**src/lcf_pkg.sv**
```systemverilog
package lcf_pkg;
    // Seven-bit slave address with bit 0 taken from the select pin
    localparam logic [6:0] SLAVE_ADDR_BASE = 7'h38;
    localparam logic [5:0] PTR_LAST = 6'h27;
    localparam logic [6:0] RAM_WORDS = 7'h28;
    // Drive mode codes on drive_mode_hi/drive_mode_lo
    localparam logic [1:0] MODE_QUAD = 2'h0;
    localparam logic [1:0] MODE_STATIC = 2'h1;
    localparam logic [1:0] MODE_DUPLEX = 2'h2;
    localparam logic [1:0] MODE_TRIPLEX = 2'h3;
    // Pointer steps per stored byte
    localparam logic [6:0] STEP_STATIC = 7'h08;
    localparam logic [6:0] STEP_DUPLEX = 7'h04;
    localparam logic [6:0] STEP_TRIPLEX = 7'h03;
    localparam logic [6:0] STEP_QUAD = 7'h02;
    // Blink divide ratios in device clock cycles
    localparam int BLINK_DIV_1 = 768;
    localparam int BLINK_DIV_2 = 1536;
    localparam int BLINK_DIV_3 = 3072;
    // Reset values
    localparam logic [1:0] RST_MODE = 2'h0;
    localparam logic [5:0] RST_PTR = 6'h00;
    localparam logic [2:0] RST_SUB = 3'h0;
    localparam logic [1:0] RST_BLINK = 2'h0;
    typedef enum logic [2:0] {
        LCF_IDLE,
        LCF_ADDR,
        LCF_CMD,
        LCF_DATA,
        LCF_IGNORE
    } lcf_phase_t;
endpackage : lcf_pkg

```
**src/lcf_sync.sv**
```systemverilog
`timescale 1ns/10ps
module lcf_sync #(
    parameter int WIDTH = 1
) (
    input wire logic ref_clk,
    input wire logic rst_n,
    input wire logic [WIDTH-1:0] async_in,
    output logic [WIDTH-1:0] sync_out
);
    logic [WIDTH-1:0] meta_q;
    logic [WIDTH-1:0] meta_d;
    logic [WIDTH-1:0] sync_q;
    logic [WIDTH-1:0] sync_d;

    always_comb begin
        meta_d = async_in;
        sync_d = meta_q;
    end

    // Resets high so an idle bus shows no false start
    always_ff @(posedge ref_clk or negedge rst_n) begin
        if (!rst_n) begin
            meta_q <= '1;
            sync_q <= '1;
        end else begin
            meta_q <= meta_d;
            sync_q <= sync_d;
        end
    end

    assign sync_out = sync_q;
endmodule : lcf_sync

```
**src/lcf_front.sv**
```systemverilog
`timescale 1ns/10ps
module lcf_front #(
    parameter int BLINK_DIV1 = lcf_pkg::BLINK_DIV_1,
    parameter int BLINK_DIV2 = lcf_pkg::BLINK_DIV_2,
    parameter int BLINK_DIV3 = lcf_pkg::BLINK_DIV_3
) (
    input wire logic ref_clk,
    input wire logic rst_n,
    input wire logic scl_in,
    input wire logic sda_in,
    output logic sda_out,
    output logic sda_oe,
    input wire logic hw_subaddr_bit0,
    input wire logic hw_subaddr_bit1,
    input wire logic hw_subaddr_bit2,
    input wire logic slave_addr_lsb_pin,
    output logic ram_wr_en,
    output logic [5:0] ram_wr_ptr,
    output logic [7:0] ram_wr_byte,
    output logic ram_wr_bank,
    output logic display_enable,
    output logic bias_sel,
    output logic drive_mode_hi,
    output logic drive_mode_lo,
    output logic [5:0] data_ptr,
    output logic [2:0] subaddr_cnt,
    output logic in_bank,
    output logic out_bank,
    output logic blink_alt,
    output logic blink_rate_hi,
    output logic blink_rate_lo,
    output logic display_on,
    output logic out_bank_eff
);
    logic scl_s;
    logic sda_s;
    logic [2:0] hw_sub;
    logic sa_s;
    logic scl_p_q;
    logic sda_p_q;
    logic scl_rise;
    logic scl_fall;
    logic start_ev;
    logic stop_ev;

    // Pins are not on ref_clk, so every one is synchronised
    lcf_sync #(.WIDTH(2)) u_bus_sync (
        .ref_clk(ref_clk),
        .rst_n(rst_n),
        .async_in({scl_in, sda_in}),
        .sync_out({scl_s, sda_s})
    );
    lcf_sync #(.WIDTH(4)) u_pin_sync (
        .ref_clk(ref_clk),
        .rst_n(rst_n),
        .async_in({slave_addr_lsb_pin, hw_subaddr_bit2,
                   hw_subaddr_bit1, hw_subaddr_bit0}),
        .sync_out({sa_s, hw_sub})
    );

    lcf_pkg::lcf_phase_t phase_q, phase_d;
    logic [3:0] bit_q, bit_d;
    logic [7:0] shift_q, shift_d;
    logic [7:0] shift_nx;
    logic in_ack_q, in_ack_d;
    logic ack_q, ack_d;
    logic pend_q, pend_d;
    logic en_q, en_d;
    logic bias_q, bias_d;
    logic [1:0] mode_q, mode_d;
    logic [5:0] ptr_q, ptr_d;
    logic [2:0] sub_q, sub_d;
    logic ibank_q, ibank_d;
    logic obank_q, obank_d;
    logic alt_q, alt_d;
    logic [1:0] rate_q, rate_d;
    logic wr_q, wr_d;
    logic [5:0] wr_ptr_q, wr_ptr_d;
    logic [7:0] wr_byte_q, wr_byte_d;
    logic wr_bank_q, wr_bank_d;
    logic [6:0] step;
    logic [6:0] ptr_sum;
    logic sub_match;
    logic byte_done;

    assign scl_rise = scl_s & ~scl_p_q;
    assign scl_fall = ~scl_s & scl_p_q;
    assign start_ev = scl_s & scl_p_q & sda_p_q & ~sda_s;
    assign stop_ev = scl_s & scl_p_q & ~sda_p_q & sda_s;
    assign shift_nx = {shift_q[6:0], sda_s};
    assign sub_match = (sub_q == hw_sub);
    assign byte_done = scl_rise & ~in_ack_q & (bit_q == 4'h7)
        & ((phase_q == lcf_pkg::LCF_ADDR) | (phase_q == lcf_pkg::LCF_CMD)
           | (phase_q == lcf_pkg::LCF_DATA)) & ~start_ev & ~stop_ev;

    always_comb begin
        unique case (mode_q)
            lcf_pkg::MODE_STATIC: step = lcf_pkg::STEP_STATIC;
            lcf_pkg::MODE_DUPLEX: step = lcf_pkg::STEP_DUPLEX;
            lcf_pkg::MODE_TRIPLEX: step = lcf_pkg::STEP_TRIPLEX;
            lcf_pkg::MODE_QUAD: step = lcf_pkg::STEP_QUAD;
        endcase
    end
    assign ptr_sum = {1'b0, ptr_q} + step;

    always_comb begin
        phase_d = phase_q;
        bit_d = bit_q;
        shift_d = shift_q;
        in_ack_d = in_ack_q;
        ack_d = ack_q;
        pend_d = pend_q;
        en_d = en_q;
        bias_d = bias_q;
        mode_d = mode_q;
        ptr_d = ptr_q;
        sub_d = sub_q;
        ibank_d = ibank_q;
        obank_d = obank_q;
        alt_d = alt_q;
        rate_d = rate_q;
        wr_d = 1'b0;
        wr_ptr_d = wr_ptr_q;
        wr_byte_d = wr_byte_q;
        wr_bank_d = wr_bank_q;
        if (start_ev) begin
            phase_d = lcf_pkg::LCF_ADDR;
            bit_d = 4'h0;
            in_ack_d = 1'b0;
            ack_d = 1'b0;
        end else if (stop_ev) begin
            phase_d = lcf_pkg::LCF_IDLE;
            bit_d = 4'h0;
            in_ack_d = 1'b0;
            ack_d = 1'b0;
        end else if (phase_q != lcf_pkg::LCF_IDLE
                     && phase_q != lcf_pkg::LCF_IGNORE) begin
            if (scl_rise && !in_ack_q && bit_q < 4'h8) begin
                shift_d = shift_nx;
                bit_d = bit_q + 4'h1;
            end
            if (byte_done) begin
                unique case (phase_q)
                    lcf_pkg::LCF_ADDR: begin
                        pend_d = (shift_nx[7:1]
                            == {lcf_pkg::SLAVE_ADDR_BASE[6:1], sa_s})
                            && !shift_nx[0];
                    end
                    lcf_pkg::LCF_CMD: pend_d = 1'b1;
                    default: begin
                        pend_d = sub_match;
                        wr_d = sub_match;
                        wr_ptr_d = ptr_q;
                        wr_byte_d = shift_nx;
                        wr_bank_d = ibank_q;
                        if (ptr_sum > {1'b0, lcf_pkg::PTR_LAST}) begin
                            ptr_d = 6'(ptr_sum - lcf_pkg::RAM_WORDS);
                            sub_d = sub_q + 3'h1;
                        end else begin
                            ptr_d = ptr_sum[5:0];
                        end
                    end
                endcase
            end
            if (scl_fall && bit_q == 4'h8 && !in_ack_q) begin
                // pull low for the ninth pulse if the byte was accepted (pend_q)
                in_ack_d = 1'b1;
                ack_d = pend_q;
            end else if (scl_fall && in_ack_q) begin
                in_ack_d = 1'b0;
                ack_d = 1'b0;
                bit_d = 4'h0;
                if (phase_q == lcf_pkg::LCF_ADDR) begin
                    phase_d = pend_q ? lcf_pkg::LCF_CMD
                                     : lcf_pkg::LCF_IGNORE;
                end else if (phase_q == lcf_pkg::LCF_CMD) begin
                    if (!shift_q[7]) begin
                        phase_d = lcf_pkg::LCF_DATA;
                    end
                    if (!shift_q[6]) begin
                        ptr_d = shift_q[5:0];
                    end else if (!shift_q[5]) begin
                        // bit 4 is not looked at
                        en_d = shift_q[3];
                        bias_d = shift_q[2];
                        mode_d = shift_q[1:0];
                    end else begin
                        unique case (shift_q[4:3])
                            2'h0: sub_d = shift_q[2:0];
                            2'h3: begin
                                ibank_d = shift_q[1];
                                obank_d = shift_q[0];
                            end
                            2'h2: begin
                                alt_d = shift_q[2];
                                rate_d = shift_q[1:0];
                            end
                            // Undefined code is a no-op
                            2'h1: begin
                            end
                        endcase
                    end
                end
            end
        end
    end

    always_ff @(posedge ref_clk or negedge rst_n) begin
        if (!rst_n) begin
            scl_p_q <= 1'b1;
            sda_p_q <= 1'b1;
            phase_q <= lcf_pkg::LCF_IDLE;
            bit_q <= 4'h0;
            shift_q <= 8'h00;
            in_ack_q <= 1'b0;
            ack_q <= 1'b0;
            pend_q <= 1'b0;
            en_q <= 1'b0;
            bias_q <= 1'b0;
            mode_q <= lcf_pkg::RST_MODE;
            ptr_q <= lcf_pkg::RST_PTR;
            sub_q <= lcf_pkg::RST_SUB;
            ibank_q <= 1'b0;
            obank_q <= 1'b0;
            alt_q <= 1'b0;
            rate_q <= lcf_pkg::RST_BLINK;
            wr_q <= 1'b0;
            wr_ptr_q <= 6'h00;
            wr_byte_q <= 8'h00;
            wr_bank_q <= 1'b0;
        end else begin
            scl_p_q <= scl_s;
            sda_p_q <= sda_s;
            phase_q <= phase_d;
            bit_q <= bit_d;
            shift_q <= shift_d;
            in_ack_q <= in_ack_d;
            ack_q <= ack_d;
            pend_q <= pend_d;
            en_q <= en_d;
            bias_q <= bias_d;
            mode_q <= mode_d;
            ptr_q <= ptr_d;
            sub_q <= sub_d;
            ibank_q <= ibank_d;
            obank_q <= obank_d;
            alt_q <= alt_d;
            rate_q <= rate_d;
            wr_q <= wr_d;
            wr_ptr_q <= wr_ptr_d;
            wr_byte_q <= wr_byte_d;
            wr_bank_q <= wr_bank_d;
        end
    end

    // Blinker: half period counted, phase toggles twice per period
    logic [11:0] bcnt_q, bcnt_d;
    logic bph_q, bph_d;
    logic don_q, don_d;
    logic obe_q, obe_d;
    logic [11:0] bhalf;
    logic alt_ok;

    always_comb begin
        unique case (rate_q)
            2'h1: bhalf = 12'(BLINK_DIV1 / 2);
            2'h2: bhalf = 12'(BLINK_DIV2 / 2);
            2'h3: bhalf = 12'(BLINK_DIV3 / 2);
            2'h0: bhalf = 12'h001;
        endcase
    end
    // Only static and duplex own a spare bank to swap in
    assign alt_ok = (mode_q == lcf_pkg::MODE_STATIC)
                  | (mode_q == lcf_pkg::MODE_DUPLEX);

    always_comb begin
        bcnt_d = bcnt_q;
        bph_d = bph_q;
        if (rate_q == 2'h0) begin
            bcnt_d = 12'h000;
            bph_d = 1'b0;
        end else if (bcnt_q >= bhalf - 12'h001) begin
            bcnt_d = 12'h000;
            bph_d = ~bph_q;
        end else begin
            bcnt_d = bcnt_q + 12'h001;
        end
        obe_d = obank_q ^ (alt_q & alt_ok & bph_q);
        don_d = en_q & ~(~alt_q & bph_q);
    end

    always_ff @(posedge ref_clk or negedge rst_n) begin
        if (!rst_n) begin
            bcnt_q <= 12'h000;
            bph_q <= 1'b0;
            don_q <= 1'b0;
            obe_q <= 1'b0;
        end else begin
            bcnt_q <= bcnt_d;
            bph_q <= bph_d;
            don_q <= don_d;
            obe_q <= obe_d;
        end
    end

    // Open drain: only ever drives low
    assign sda_out = 1'b0;
    assign sda_oe = ack_q;
    assign ram_wr_en = wr_q;
    assign ram_wr_ptr = wr_ptr_q;
    assign ram_wr_byte = wr_byte_q;
    assign ram_wr_bank = wr_bank_q;
    assign display_enable = en_q;
    assign bias_sel = bias_q;
    assign drive_mode_hi = mode_q[1];
    assign drive_mode_lo = mode_q[0];
    assign data_ptr = ptr_q;
    assign subaddr_cnt = sub_q;
    assign in_bank = ibank_q;
    assign out_bank = obank_q;
    assign blink_alt = alt_q;
    assign blink_rate_hi = rate_q[1];
    assign blink_rate_lo = rate_q[0];
    assign display_on = don_q;
    assign out_bank_eff = obe_q;
endmodule : lcf_front

```
**config.mk**
```make
export PLATFORM = sky130hd
export DESIGN_NAME = lcf_front
export DESIGN_NICKNAME = d
export VERILOG_FILES = /design/src/lcf_pkg.sv /design/src/lcf_sync.sv /design/src/lcf_front.sv
export SDC_FILE = /design/constraint.sdc
export NUM_CORES = 1
export LEC_CHECK = 0
export BUFFER_PORTS_ARGS = -buffer_cell sky130_fd_sc_hd__buf_2
export CAP_MARGIN = 20
export CORE_ASPECT_RATIO = 1.1
export CORE_MARGIN = 2
export CORE_UTILIZATION = 45
export CTS_CLUSTER_SIZE = 28
export DETAILED_ROUTE_END_ITERATION = 7
export PLACE_DENSITY = 0.6
export SYNTH_ARGS = -nofsm -noshare
export SYNTH_HDL_FRONTEND = slang
export SYNTH_HIERARCHICAL = 1
export SYNTH_SLANG_ARGS = --single-unit
```
**constraint.sdc**
```tcl
create_clock -name ref_clk -period 7.2 [get_ports ref_clk]
set_input_delay 0.72 -clock ref_clk [delete_from_list [all_inputs] [get_ports ref_clk]]
set_output_delay 0.72 -clock ref_clk [all_outputs]
set_load 0.03 [all_outputs]
```
==> results of run 1 <==
[worst paths after layout]
path	startpoint	to	slack, ns
min reg2reg	u_pin_sync/meta_q[1]$_DFF_PN1_	u_pin_sync/sync_out[1]$_DFF_PN1_	0.36
min in group ref_clk	u_pin_sync/meta_q[1]$_DFF_PN1_	u_pin_sync/sync_out[1]$_DFF_PN1_	0.36
max reg2reg	mode_q[1]$_DFFE_PN0P_	subaddr_cnt[2]$_DFFE_PN0P_	3.80
max in group asynchronous	rst_n	sda_p_q$_DFF_PN1_	6.43
max	mode_q[1]$_DFFE_PN0P_	subaddr_cnt[2]$_DFFE_PN0P_	3.80
min	rst_n	bcnt_q[9]$_DFF_PN0_	0.16
[flip-flops by register name (all words and copies together), names as in the netlist, 2 cells and up]
name	flops
u_bus_sync/meta_q	2
data_ptr	6
u_bus_sync/sync_out	2
mode_q	2
bit_q	4
phase_q	3
rate_q	2
ram_wr_ptr	6
u_pin_sync/sync_out	4
shift_q	8
ram_wr_byte	8
u_pin_sync/meta_q	4
subaddr_cnt	3
bcnt_q	12
[metal layers]
layer,vias to the layer above,global-route usage [%],share of wire (%)
li1,1440,-,-
met1,1395,24.5,47
met2,48,28.2,47
met3,15,4.86,3.6
met4,0,6.52,2.1
met5,-,0,0
[worst register-to-register path, cell delays in order (launching register included)]
cell and delay (ns):
sky130_fd_sc_hd__dfrtp_1 0.42, sky130_fd_sc_hd__inv_1 0.06, sky130_fd_sc_hd__ha_1 0.36, sky130_fd_sc_hd__fa_1 0.47, sky130_fd_sc_hd__a211oi_2 0.30, sky130_fd_sc_hd__nor2_1 0.16, sky130_fd_sc_hd__xnor2_1 0.15, sky130_fd_sc_hd__ha_1 0.24
sky130_fd_sc_hd__o21a_1 0.15, sky130_fd_sc_hd__nor3_4 0.25, sky130_fd_sc_hd__a21boi_2 0.16, sky130_fd_sc_hd__o31a_1 0.30, sky130_fd_sc_hd__o31a_1 0.27
[power by group through the flow]
stage / Combinational [W] / Clock [W] / Sequential (W)
floorplan: 0.000138 / 0 / 0.000529
global placement: 0.000141 / 0 / 0.000569
detailed placement: 0.000144 / 0 / 0.000569
CTS: 0.000145 / 0.000359 / 0.000561
global route: 0.000163 / 0.000382 / 0.000570
finish: 0.000145 / 0.000349 / 0.000560
[metrics by stage]
step	worst slack, ns	cells	util [%]
2_1_floorplan	3.93	394	-
3_3_place_gp	4.00	537	49.5
3_5_place_dp	3.81	537	49.5
4_1_cts	3.79	553	51.8
5_1_grt	3.61	554	52.1
6_report	3.80	554	52.1
[kinds of logic (layout without fill, tap and decap cells)]
group	Yosys count	in the layout	share of synthesized area [%]
XOR/XNOR	22	22	4.71
flip-flops	81	81	49.9
buffers and inverters	31	77	3.24
AND/OR/NAND/NOR	158	158	19.0
other	2	2	0.183
AO/OA/AOI/OAI	58	58	10.5
multiplexers	17	17	4.61
adder cells (fa/ha/maj)	25	25	7.82
[cells in the final DEF, fill, tap and decap left out, types with 5 or more instances in the layout]
master and instances:
sky130_fd_sc_hd__dfrtp_1 67, sky130_fd_sc_hd__nand2_1 66, sky130_fd_sc_hd__buf_2 43, sky130_fd_sc_hd__nor2_1 38
sky130_fd_sc_hd__ha_1 24, sky130_fd_sc_hd__inv_1 16, sky130_fd_sc_hd__mux2_2 15, sky130_fd_sc_hd__dfstp_2 14
sky130_fd_sc_hd__xnor2_1 12, sky130_fd_sc_hd__a21o_1 10, sky130_fd_sc_hd__xor2_1 10, sky130_fd_sc_hd__nand3_1 9
sky130_fd_sc_hd__and3_1 9, sky130_fd_sc_hd__clkbuf_8 9, sky130_fd_sc_hd__a21oi_1 7, sky130_fd_sc_hd__o21ai_0 6
sky130_fd_sc_hd__nand2b_1 5, sky130_fd_sc_hd__a211oi_1 5
[area by class of cell]
type / instances / share of cell area [%]
clock buffer: 12 / 3.38
clock inverter: 4 / 1.08
inverter: 16 / 1.30
multi-input combinational: 282 / 41.6
sequential: 81 / 44.2
tap: 114 / 3.08
timing repair buffer: 45 / 5.41
[Yosys cell counts, types with 2 or more instances]
cell type	count	area, um^2
sky130_fd_sc_hd__o21ai_1	2	10.0
sky130_fd_sc_hd__o22ai_1	2	12.5
sky130_fd_sc_hd__nor2b_1	3	18.8
sky130_fd_sc_hd__a41oi_1	4	35.0
sky130_fd_sc_hd__mux2_2	15	169
sky130_fd_sc_hd__a21oi_1	7	35.0
sky130_fd_sc_hd__nor3_1	4	20.0
sky130_fd_sc_hd__nand2b_1	5	31.3
sky130_fd_sc_hd__nand2_1	66	248
sky130_fd_sc_hd__o31a_1	3	26.3
sky130_fd_sc_hd__and4bb_2	2	25.0
sky130_fd_sc_hd__o21ai_0	6	30.0
sky130_fd_sc_hd__o21a_1	3	22.5
sky130_fd_sc_hd__nor4_1	3	18.8
sky130_fd_sc_hd__mux2i_1	2	20.0
sky130_fd_sc_hd__dfstp_2	14	368
sky130_fd_sc_hd__a211oi_1	5	37.5
sky130_fd_sc_hd__buf_4	3	22.5
sky130_fd_sc_hd__o31ai_1	2	15.0
sky130_fd_sc_hd__inv_1	16	60.1
sky130_fd_sc_hd__a21o_1	10	75.1
sky130_fd_sc_hd__buf_2	3	15.0
sky130_fd_sc_hd__clkbuf_1	8	30.0
sky130_fd_sc_hd__nand4_1	4	25.0
sky130_fd_sc_hd__nand3_1	9	45.0
sky130_fd_sc_hd__nand4b_1	2	17.5
sky130_fd_sc_hd__ha_1	24	300
sky130_fd_sc_hd__xor2_1	10	87.6
sky130_fd_sc_hd__dfrtp_1	67	1680
sky130_fd_sc_hd__and3_1	9	56.3
sky130_fd_sc_hd__nor2_1	38	143
sky130_fd_sc_hd__conb_1	2	7.51
sky130_fd_sc_hd__xnor2_1	12	105
sky130_fd_sc_hd__a31oi_1	3	18.8
sky130_fd_sc_hd__o21bai_1	2	15.0
==> parameters.txt, run 1 <==
Parameter                              Value

Cells and area
  Finished Cell Area    4630 um^2
  Final net count    468
  Share of final-layout standard cells stronger than drive strength 1    23.6%
  Register area    2040 um^2
  Fill cell instance count of the final layout    824
  Area of the multi-input gates    1920 um^2
  Layout area overhead    13.0%
  Antenna diodes    0

GRT
  Number of global-route vias before repair    2,891
  Grt ovf    0
  Maximum number of pins on one net before global-route repair    82
  GR Util All Layers    18.2%
  Initial antenna violation count    0
  Wire length of the first global-routing pass    14.0 mm

Critical path
  Worst-case reg-to-reg path depth    12
  Type of the worst setup path    flop to flop
  Required time of the worst setup path    7.45 ns
  Biggest cell delay along the critical path    0.47 ns
  Arrival time of the worst setup path    3.65 ns
  Top Family by Delay on Critical Path    compound AO/OA/AOI/OAI gates
  Logic depth of the worst path, buffers included    12
  CP cell instances    inv_1 > ha_1 > fa_1 > a211oi_2 > nor2_1 > xnor2_1 > ha_1 > o21a_1 > nor3_4 > a21boi_2 > o31a_1 > o31a_1
  CP Launch Type    flop
  Max stage delay cell, worst path    sky130_fd_sc_hd__fa_1
  Critical path peak fanout    8
  Buffering stage count on the worst path with inverters included    1
  Critical Path End Type    flop

Timing
  Post-layout minimum cycle time    3.40 ns
  Post-route worst hold slack    0.162 ns
  Final Hold Violating Endpoints    0
  Clock tree skew after final layout    0.0102 ns
  Final total negative setup slack    0 ns
  Remaining max-slew budget at the tightest pin    32.5%
  Slew at the pin closest to its max-slew limit    1.00 ns
  Slew Viols, Final    0
  RSZ-0062 raised after global routing    false
  Final period util    47.2%
  Setup-failing EPs final    0
  Achievable Freq    294 MHz

Clocking
  Master cell of the clock root buffer    sky130_fd_sc_hd__clkbuf_8
  Post-CTS resize count    0
  Post-cts hold buffer count    0
  Skew-Pair Late Insertion Delay    0.37 ns
  Number of setup buffers added after CTS    0
  Inserted Clock Buffers    9
  # clock sinks    81
  Clock buffer depth    2
  Reg clk slew, reported paths    0.08 ns
  Level count of the clock H-tree    3
  Clock tree from TritonCTS    built

Die
  Row count    36
  Num ports    46
  Starting Density    46.2%
  Die area    9880 um^2
  Total core area    8870 um^2
  Chip Height    104 um
  Die width    95.0 um

Placement
  Weighted congestion reported at the end of routability-driven placement    0.836
  Placement-stage cell area    4390 um^2
  Half-perimeter wire length after placement    5.76 mm
  I/O Buffers    44

Status
  Status    complete, no violations

Logic synthesis
  Number of enable-type register cells in the synthesized netlist    0
  FF+latch count, synth    81
  Share of synthesized area occupied by flip-flops and latches    49.9%
  Syn avg cell area    10.4 um^2
  Distinct cell type count after synthesis    59
  Total number of yosys warnings    6
  Net count of the mapped netlist    427
  Mapped Cells    394
  Most frequently used flop master after synthesis    sky130_fd_sc_hd__dfrtp_1
  Ys async rst share    100%
  Cell area after technology mapping    4100 um^2

Routing
  DRC violation total after the first TritonRoute iteration    118
  Via count of the routed design    2,898
  Remaining DRCs    0
  Final ANT Viol Nets    0
  Number of iterations in the first detailed-routing pass    4
  Post-detailed-routing wire length    8.24 mm
  Average wire per cell in the routed design    14.9 um
  Vias per cell    5.23

Hold path
  Path type of the worst min-delay path    primary input to asynchronous set/reset pin

Power
  Overall Power    0.00105 W
  Maximum vdd drop    102 uV
  Share of power burned in combinational logic    13.7%
  P_sw    0.000312 W
  Switching power share of the total    29.7%
  Total power density per cell area    228 nW/um^2
  Proportion of power drawn by flip-flops and latches    53.2%
  Internal cell power    0.000741 W
  Leakage    2.28 nW
  Share of power burned in the clock network    33.1%

Run
  Number of max-cap violations    0
Note: power is estimated with default switching activity, not from simulation.
==> run 2: changes to the inputs <==
Settings changed: PLACE_DENSITY 0.6 to 0.62.
Clock period 7.2 ns to 2.9 ns, I/O delays scaled along.
==> run 2 against run 1 <==
Against the previous run:
- global-route usage decreased by 0.11 points
- critical path depth did not move
- maximum frequency rose by 17%
- critical endpoint is now subaddr_cnt[1]$_DFFE_PN0P_
- clock power grew 150%
- cell count is 3.8% higher
- count of clock-buffer cells in the layout fell by 3
- clock skew grew 0.0069 ns
==> parameters.txt, run 2 (synthesized netlist as in run 1, its figures left out) <==
Parameter                              Value

Power
  Total power density per cell area    542 nW/um^2 (+140%)
  Maximum vdd drop    262 uV (+160%)
  Leakage    2.38 nW (+4.1%)
  Overall Power    0.00263 W (+150%)

Die
  Die width    95.0 um (unchanged)
  Chip Height    104 um (unchanged)
  Starting Density    46.2% (unchanged)
  Num ports    46 (unchanged)
  Total core area    8870 um^2 (unchanged)
  Die area    9880 um^2 (unchanged)
  Row count    36 (unchanged)

Timing
  Setup-failing EPs final    0 (unchanged)
  Achievable Freq    346 MHz (+17%)
  RSZ-0062 raised after global routing    true
  Remaining max-slew budget at the tightest pin    34.9% (+2.3 points)
  Final Hold Violating Endpoints    0 (unchanged)
  Post-layout minimum cycle time    2.89 ns (-0.503 ns)
  Final period util    99.8% (+53 points)
  Slew Viols, Final    0 (unchanged)
  Clock tree skew after final layout    0.0171 ns (+0.00692 ns)
  Slew at the pin closest to its max-slew limit    0.977 ns (-0.0274 ns)
  Final total negative setup slack    0 ns (unchanged)

Routing
  Final ANT Viol Nets    0 (unchanged)
  Vias per cell    5.17 (-1.2%)
  Via count of the routed design    2,971 (+2.5%)
  Post-detailed-routing wire length    8.25 mm (about the same)
  Number of iterations in the first detailed-routing pass    4 (unchanged)
  Max layer used    met4
  Metal-1 WL    3.92 mm (+1.3%)
  DRC violation total after the first TritonRoute iteration    94 (-20%)
  Average wire per cell in the routed design    14.3 um (-3.6%)
  Remaining DRCs    0 (unchanged)
  Total length of routed met2 wires    3.87 mm (-0.87%)
  Length of routed met3 wiring    301 um (+0.67%)

GRT
  Initial antenna violation count    0 (unchanged)
  Wire length of the first global-routing pass    14.1 mm (+0.74%)
  Maximum number of pins on one net before global-route repair    79 (-3.7%)
  Grt ovf    0 (unchanged)
  GR Util All Layers    18.1% (-0.11 points)
  Number of global-route vias before repair    2,882 (-0.31%)

Clocking
  Clock buffer depth    2 (unchanged)
  # clock sinks    81 (unchanged)
  Reg clk slew, reported paths    0.09 ns (about the same)
  Master cell of the clock root buffer    sky130_fd_sc_hd__clkbuf_8
  Clock tree from TritonCTS    built
  Level count of the clock H-tree    3 (unchanged)
  Inserted Clock Buffers    9 (unchanged)
  Skew-Pair Late Insertion Delay    0.36 ns (about the same)

Critical path
  CP Launch Type    flop
  Biggest cell delay along the critical path    0.47 ns (about the same)
  CP cell instances    ha_4 > ha_4 > fa_2 > a211oi_4 > nor2_2 > xnor2_1 > ha_2 > o21a_1 > nor3_4 > a21boi_4 > or2_1 > a221oi_2
  Critical path peak fanout    8 (unchanged)
  Type of the worst setup path    flop to flop
  Required time of the worst setup path    3.17 ns (-4.28 ns)
  Critical Path End Type    flop
  Most repeated library cell on the critical path    sky130_fd_sc_hd__ha_4
  Max stage delay cell, worst path    sky130_fd_sc_hd__dfrtp_2
  Arrival time of the worst setup path    3.16 ns (-0.49 ns)

Run
  Number of max-cap violations    0 (unchanged)

Cells and area
  Final net count    489 (+4.5%)
  Max FFs per register    12 (unchanged)
  Share of final-layout standard cells stronger than drive strength 1    29.3% (+5.6 points)
  Register with the most flip-flops    bcnt_q
  Most used cells in the layout excluding fill and tap cells    66 x sky130_fd_sc_hd__nand2_1, 65 x sky130_fd_sc_hd__dfrtp_1, 43 x sky130_fd_sc_hd__buf_2
  Utilization after layout    54.7% (+2.6 points)
  Most common library cell in the layout ignoring fill and taps    sky130_fd_sc_hd__nand2_1
  Layout area overhead    18.5%
  Antenna diodes    0 (unchanged)
  Final Instance Count excl. Fillers    575 (+3.8%)

Status
  Status    complete, no violations

Hold path
  Path type of the worst min-delay path    primary input to flop

Placement
  I/O Buffers    44 (unchanged)
  Half-perimeter wire length after placement    5.70 mm (-1.1%)
  Cell Count Post-Placement    546 (+1.7%)
  Weighted congestion reported at the end of routability-driven placement    0.811 (-2.9%)
run 2: cell types whose count changed in the layout (fill, tap and decap cells not counted), sizes merged:
cell,delta
buf,+18
clkbuf,-3
dlygate4sd3,+3
inv,+3
clkinv,-1
clkinvlp,+1
run 2: where the power goes:
part | switching, W | leakage [nW] | internal (W)
registers | 0.000171 | 1.06 | 0.00122
clock network | 0.000453 | 0.101 | 0.000411
logic | 0.000196 | 1.22 | 0.000177
total | 0.000820 | 2.38 | 0.00181
run 2: final cells by class:
class | instances | area (um^2)
clock buffer | 9 | 124
clock inverter | 7 | 81.3
fill | 797 | 4020
inverter | 16 | 60.1
multi-input combinational | 282 | 2000
sequential | 81 | 2050
tap | 114 | 143
timing repair buffer | 66 | 395
run 2: worst paths after layout:
path	start	slack [ns]	end	cells after the start
max	mode_q[0]$_DFFE_PN0P_	0.007	subaddr_cnt[1]$_DFFE_PN0P_	12
min	hw_subaddr_bit2	0.02	u_pin_sync/meta_q[2]$_DFF_PN1_	1
max reg2reg	mode_q[0]$_DFFE_PN0P_	0.007	subaddr_cnt[1]$_DFFE_PN0P_	12
min reg2reg	u_bus_sync/meta_q[1]$_DFF_PN1_	0.36	u_bus_sync/sync_out[1]$_DFF_PN1_	0
max in group asynchronous	rst_n	2.08	u_pin_sync/sync_out[1]$_DFF_PN1_	2
min in group asynchronous	rst_n	0.06	bcnt_q[11]$_DFF_PN0_	1
run 2: worst max-delay path, delay by kind of cell (launching register included):
kind | cells | cell delay [ns]
adders and majority gates | 4 | 0.93
AOI/OAI and AO/OA | 4 | 0.74
and+or+nand+nor | 3 | 0.51
DFF | 1 | 0.47
xor gates and xnor gates | 1 | 0.15
run 2: what timing repair did:
action / 4_1_cts / 5_1_grt
setup endpoints to repair: 5 / 5
hold endpoints to repair: 0 / 3
hold buffers: 0 / 3
setup buffers: 7 / 3
pin swaps: 7 / 4
gates cloned: 0 / 0
gates resized for setup: 2 / 3
run 2: layer usage:
layer  vias to the layer above  global-route usage [%]
li1                       1477                       -
met1                      1424                    26.0
met2                        55                    27.0
met3                        15                    4.28
met4                         0                    5.80
met5                         -                       0
run 2: stage by stage:
stage / cell area [um^2] / setup WS, ns / hold slack, ns
2_1_floorplan: 4160 / -0.0129 / -0.00559
3_3_place_gp: 4520 / 0.0424 / 0.345
3_5_place_dp: 4520 / -0.0864 / 0.347
4_1_cts: 4790 / -0.0251 / 0.00781
5_1_grt: 4850 / -0.111 / 0.00127
6_report: 4850 / 0.00653 / 0.0211
==> run 3: changes to the inputs <==
Settings changed: CORE_UTILIZATION 45 to 35, CTS_CLUSTER_DIAMETER set to 50, PLACE_DENSITY 0.62 to 0.5.
==> run 3 against run 2 <==
Against the previous run:
- register-to-register slack better by 0.05 ns
- critical path depth is 1 higher
- maximum frequency rose by 1.8%
- count of clock-buffer cells in the layout grew 1
- core utilization down 11 points
- worst setup slack improved by 0.051 ns
- combinational power up 1%
- non-clock buffer count unchanged
- global-route usage fell by 2.9 points
- sequential share of layout area is 0.95 points lower
- cell count increased by 6.1%
- sequential power about the same
==> parameters.txt, run 3 (synthesized netlist as in run 1, its figures left out) <==
Parameter                              Value

Routing
  Via count of the routed design    2,986 (+0.50%)
  Number of iterations in the first detailed-routing pass    5 (+1)
  Average wire per cell in the routed design    14.6 um (+2.1%)
  Post-detailed-routing wire length    8.94 mm (+8.4%)
  Final ANT Viol Nets    0 (unchanged)
  Vias per cell    4.90 (-5.3%)
  Remaining DRCs    0 (unchanged)
  DRC violation total after the first TritonRoute iteration    112 (+19%)

Hold path
  Path type of the worst min-delay path    primary input to flop

Timing
  Final period util    98.0% (-1.8 points)
  Final Hold Violating Endpoints    0 (unchanged)
  Setup-failing EPs final    0 (unchanged)
  Remaining max-slew budget at the tightest pin    36.6% (+1.7 points)
  Achievable Freq    352 MHz (+1.8%)
  Clock tree skew after final layout    0.00604 ns (-0.0111 ns)
  Post-layout minimum cycle time    2.84 ns (-0.0508 ns)
  Slew Viols, Final    0 (unchanged)
  Slew at the pin closest to its max-slew limit    0.951 ns (-0.0256 ns)
  RSZ-0062 raised after global routing    true

GRT
  Grt ovf    0 (unchanged)
  Number of global-route vias before repair    2,978 (+3.3%)
  Initial antenna violation count    0 (unchanged)
  Wire length of the first global-routing pass    15.2 mm (+7.8%)
  GR Util All Layers    15.2% (-2.9 points)
  Maximum number of pins on one net before global-route repair    75 (-5.1%)

Critical path
  Arrival time of the worst setup path    3.09 ns (-0.07 ns)
  CP Launch Type    flop
  Reg2reg setup slack    0.06 ns (+0.05 ns)
  Critical Path End Type    flop
  Required time of the worst setup path    3.14 ns (-0.03 ns)
  Type of the worst setup path    flop to flop
  Critical path peak fanout    8 (unchanged)

Clocking
  Reg clk slew, reported paths    0.06 ns (-0.03 ns)
  Master cell of the clock root buffer    sky130_fd_sc_hd__clkbuf_16
  # clock sinks    81 (unchanged)
  Level count of the clock H-tree    3 (unchanged)
  Inserted Clock Buffers    9 (unchanged)
  Post-cts hold buffer count    0 (unchanged)
  Clock tree from TritonCTS    built
  Clock buffer depth    2 (unchanged)
  Skew-Pair Late Insertion Delay    0.33 ns (-0.03 ns)

Cells and area
  Final net count    489 (unchanged)
  Most used cells in the layout excluding fill and tap cells    66 x sky130_fd_sc_hd__nand2_1, 65 x sky130_fd_sc_hd__dfrtp_1, 43 x sky130_fd_sc_hd__buf_2
  Antenna diodes    0 (unchanged)
  Finished Cell Area    4960 um^2 (+2.3%)
  Layout area overhead    21.2%
  Fill cell instance count of the final layout    1,095 (+37%)
  Register with the most flip-flops    bcnt_q
  Register area    2050 um^2 (unchanged)
  Most common library cell in the layout ignoring fill and taps    sky130_fd_sc_hd__nand2_1
  Area of the multi-input gates    2010 um^2 (+0.19%)
  Share of final-layout standard cells stronger than drive strength 1    29.8% (+0.50 points)
  Max FFs per register    12 (unchanged)

Run
  Number of max-cap violations    0 (unchanged)

Die
  Starting Density    35.8% (-10 points)
  Die area    12,600 um^2 (+27%)
  Total core area    11,400 um^2 (+29%)
  Num ports    46 (unchanged)
  Row count    41 (+14%)
  Die width    107 um (+13%)
  Chip Height    117 um (+13%)

Placement
  Weighted congestion reported at the end of routability-driven placement    0.795 (-1.9%)
  Placement-stage cell area    4600 um^2 (+1.8%)
  I/O Buffers    44 (unchanged)
  Half-perimeter wire length after placement    6.33 mm (+11%)

Power
  Total power density per cell area    566 nW/um^2 (+4.5%)
  Leakage    2.41 nW (+1.5%)
  Overall Power    0.00281 W (+6.9%)
  Maximum vdd drop    245 uV (-6.6%)

Status
  Status    complete, no violations
[run 3: critical path, cell delays in order, from the launching register on]
cell                       delay [ns]
sky130_fd_sc_hd__dfrtp_2         0.45
sky130_fd_sc_hd__ha_4            0.18
sky130_fd_sc_hd__ha_4            0.15
sky130_fd_sc_hd__fa_2            0.37
sky130_fd_sc_hd__a211oi_4        0.24
sky130_fd_sc_hd__nor2_2          0.07
sky130_fd_sc_hd__xnor2_1         0.17
sky130_fd_sc_hd__ha_2            0.21
sky130_fd_sc_hd__o21a_1          0.16
sky130_fd_sc_hd__nor3_4          0.05
sky130_fd_sc_hd__a21boi_4        0.28
sky130_fd_sc_hd__buf_6           0.14
sky130_fd_sc_hd__xnor2_2         0.05
sky130_fd_sc_hd__a211oi_1        0.21
[run 3: cell type report]
class                           instances  share of cell area [%]
Sequential cell                        81                    41.2
Clock buffer                           10                    4.81
Multi-Input combinational cell        282                    40.4
Tap cell                              150                    3.78
Timing Repair Buffer                   66                    7.89
Inverter                               16                    1.21
Clock inverter                          5                   0.655
[run 3: report_power, final]
part | leakage, nW | switching, W | internal [W] | total [W]
clock | 0.126 | 0.000444 | 0.000595 | 0.00104
combinational | 1.23 | 0.000203 | 0.000174 | 0.000377
sequential | 1.06 | 0.000171 | 0.00123 | 0.00140
total | 2.41 | 0.000818 | 0.00199 | 0.00281
[run 3: path summary, 6_finish.rpt]
path | from | to | depth (start not counted)
min reg2reg | u_bus_sync/meta_q[1]$_DFF_PN1_ | u_bus_sync/sync_out[1]$_DFF_PN1_ | 0
min in group asynchronous | rst_n | bcnt_q[4]$_DFF_PN0_ | 1
max reg2reg | mode_q[0]$_DFFE_PN0P_ | data_ptr[3]$_DFFE_PN0P_ | 13
min | hw_subaddr_bit0 | u_pin_sync/meta_q[0]$_DFF_PN1_ | 1
max | mode_q[0]$_DFFE_PN0P_ | data_ptr[3]$_DFFE_PN0P_ | 13
max in group asynchronous | rst_n | u_pin_sync/sync_out[0]$_DFF_PN1_ | 2
[run 3: what timing repair did]
action / CTS / global route
endpoints found under the setup margin: 3 / 5
buffers inserted: 5 / 3
endpoints found under the hold margin: 0 / 0
gates resized for setup: 2 / 4
pin swaps: 5 / 5
[run 3: metal layers]
| metal | vias up | routed length, um | global-route usage (%) |
|---|---|---|---|
| met3 | 9 | 233 | 3.61 |
| li1 | 1474 | - | - |
| met1 | 1463 | 4250 | 20.0 |
| met5 | - | 0 | 0 |
| met2 | 40 | 4360 | 25.0 |
| met4 | 0 | 94 | 4.30 |
[run 3: stage by stage]
| step | setup slack, ns | utilization, % | instances | TNS [ns] | hold WS (ns) |
|---|---|---|---|---|---|
| 2_1_floorplan | -0.0129 | - | 394 | -0.0129 | -0.00559 |
| 3_3_place_gp | 0.0413 | 40.2 | 587 | 0 | 0.347 |
| 3_5_place_dp | -0.0351 | 40.2 | 587 | -0.0764 | 0.348 |
| 4_1_cts | 0.00621 | 43.0 | 607 | 0 | 0.0415 |
| 5_1_grt | -0.110 | 43.4 | 610 | -0.415 | 0.0348 |
| 6_report | 0.0573 | 43.4 | 610 | 0 | 0.0550 |
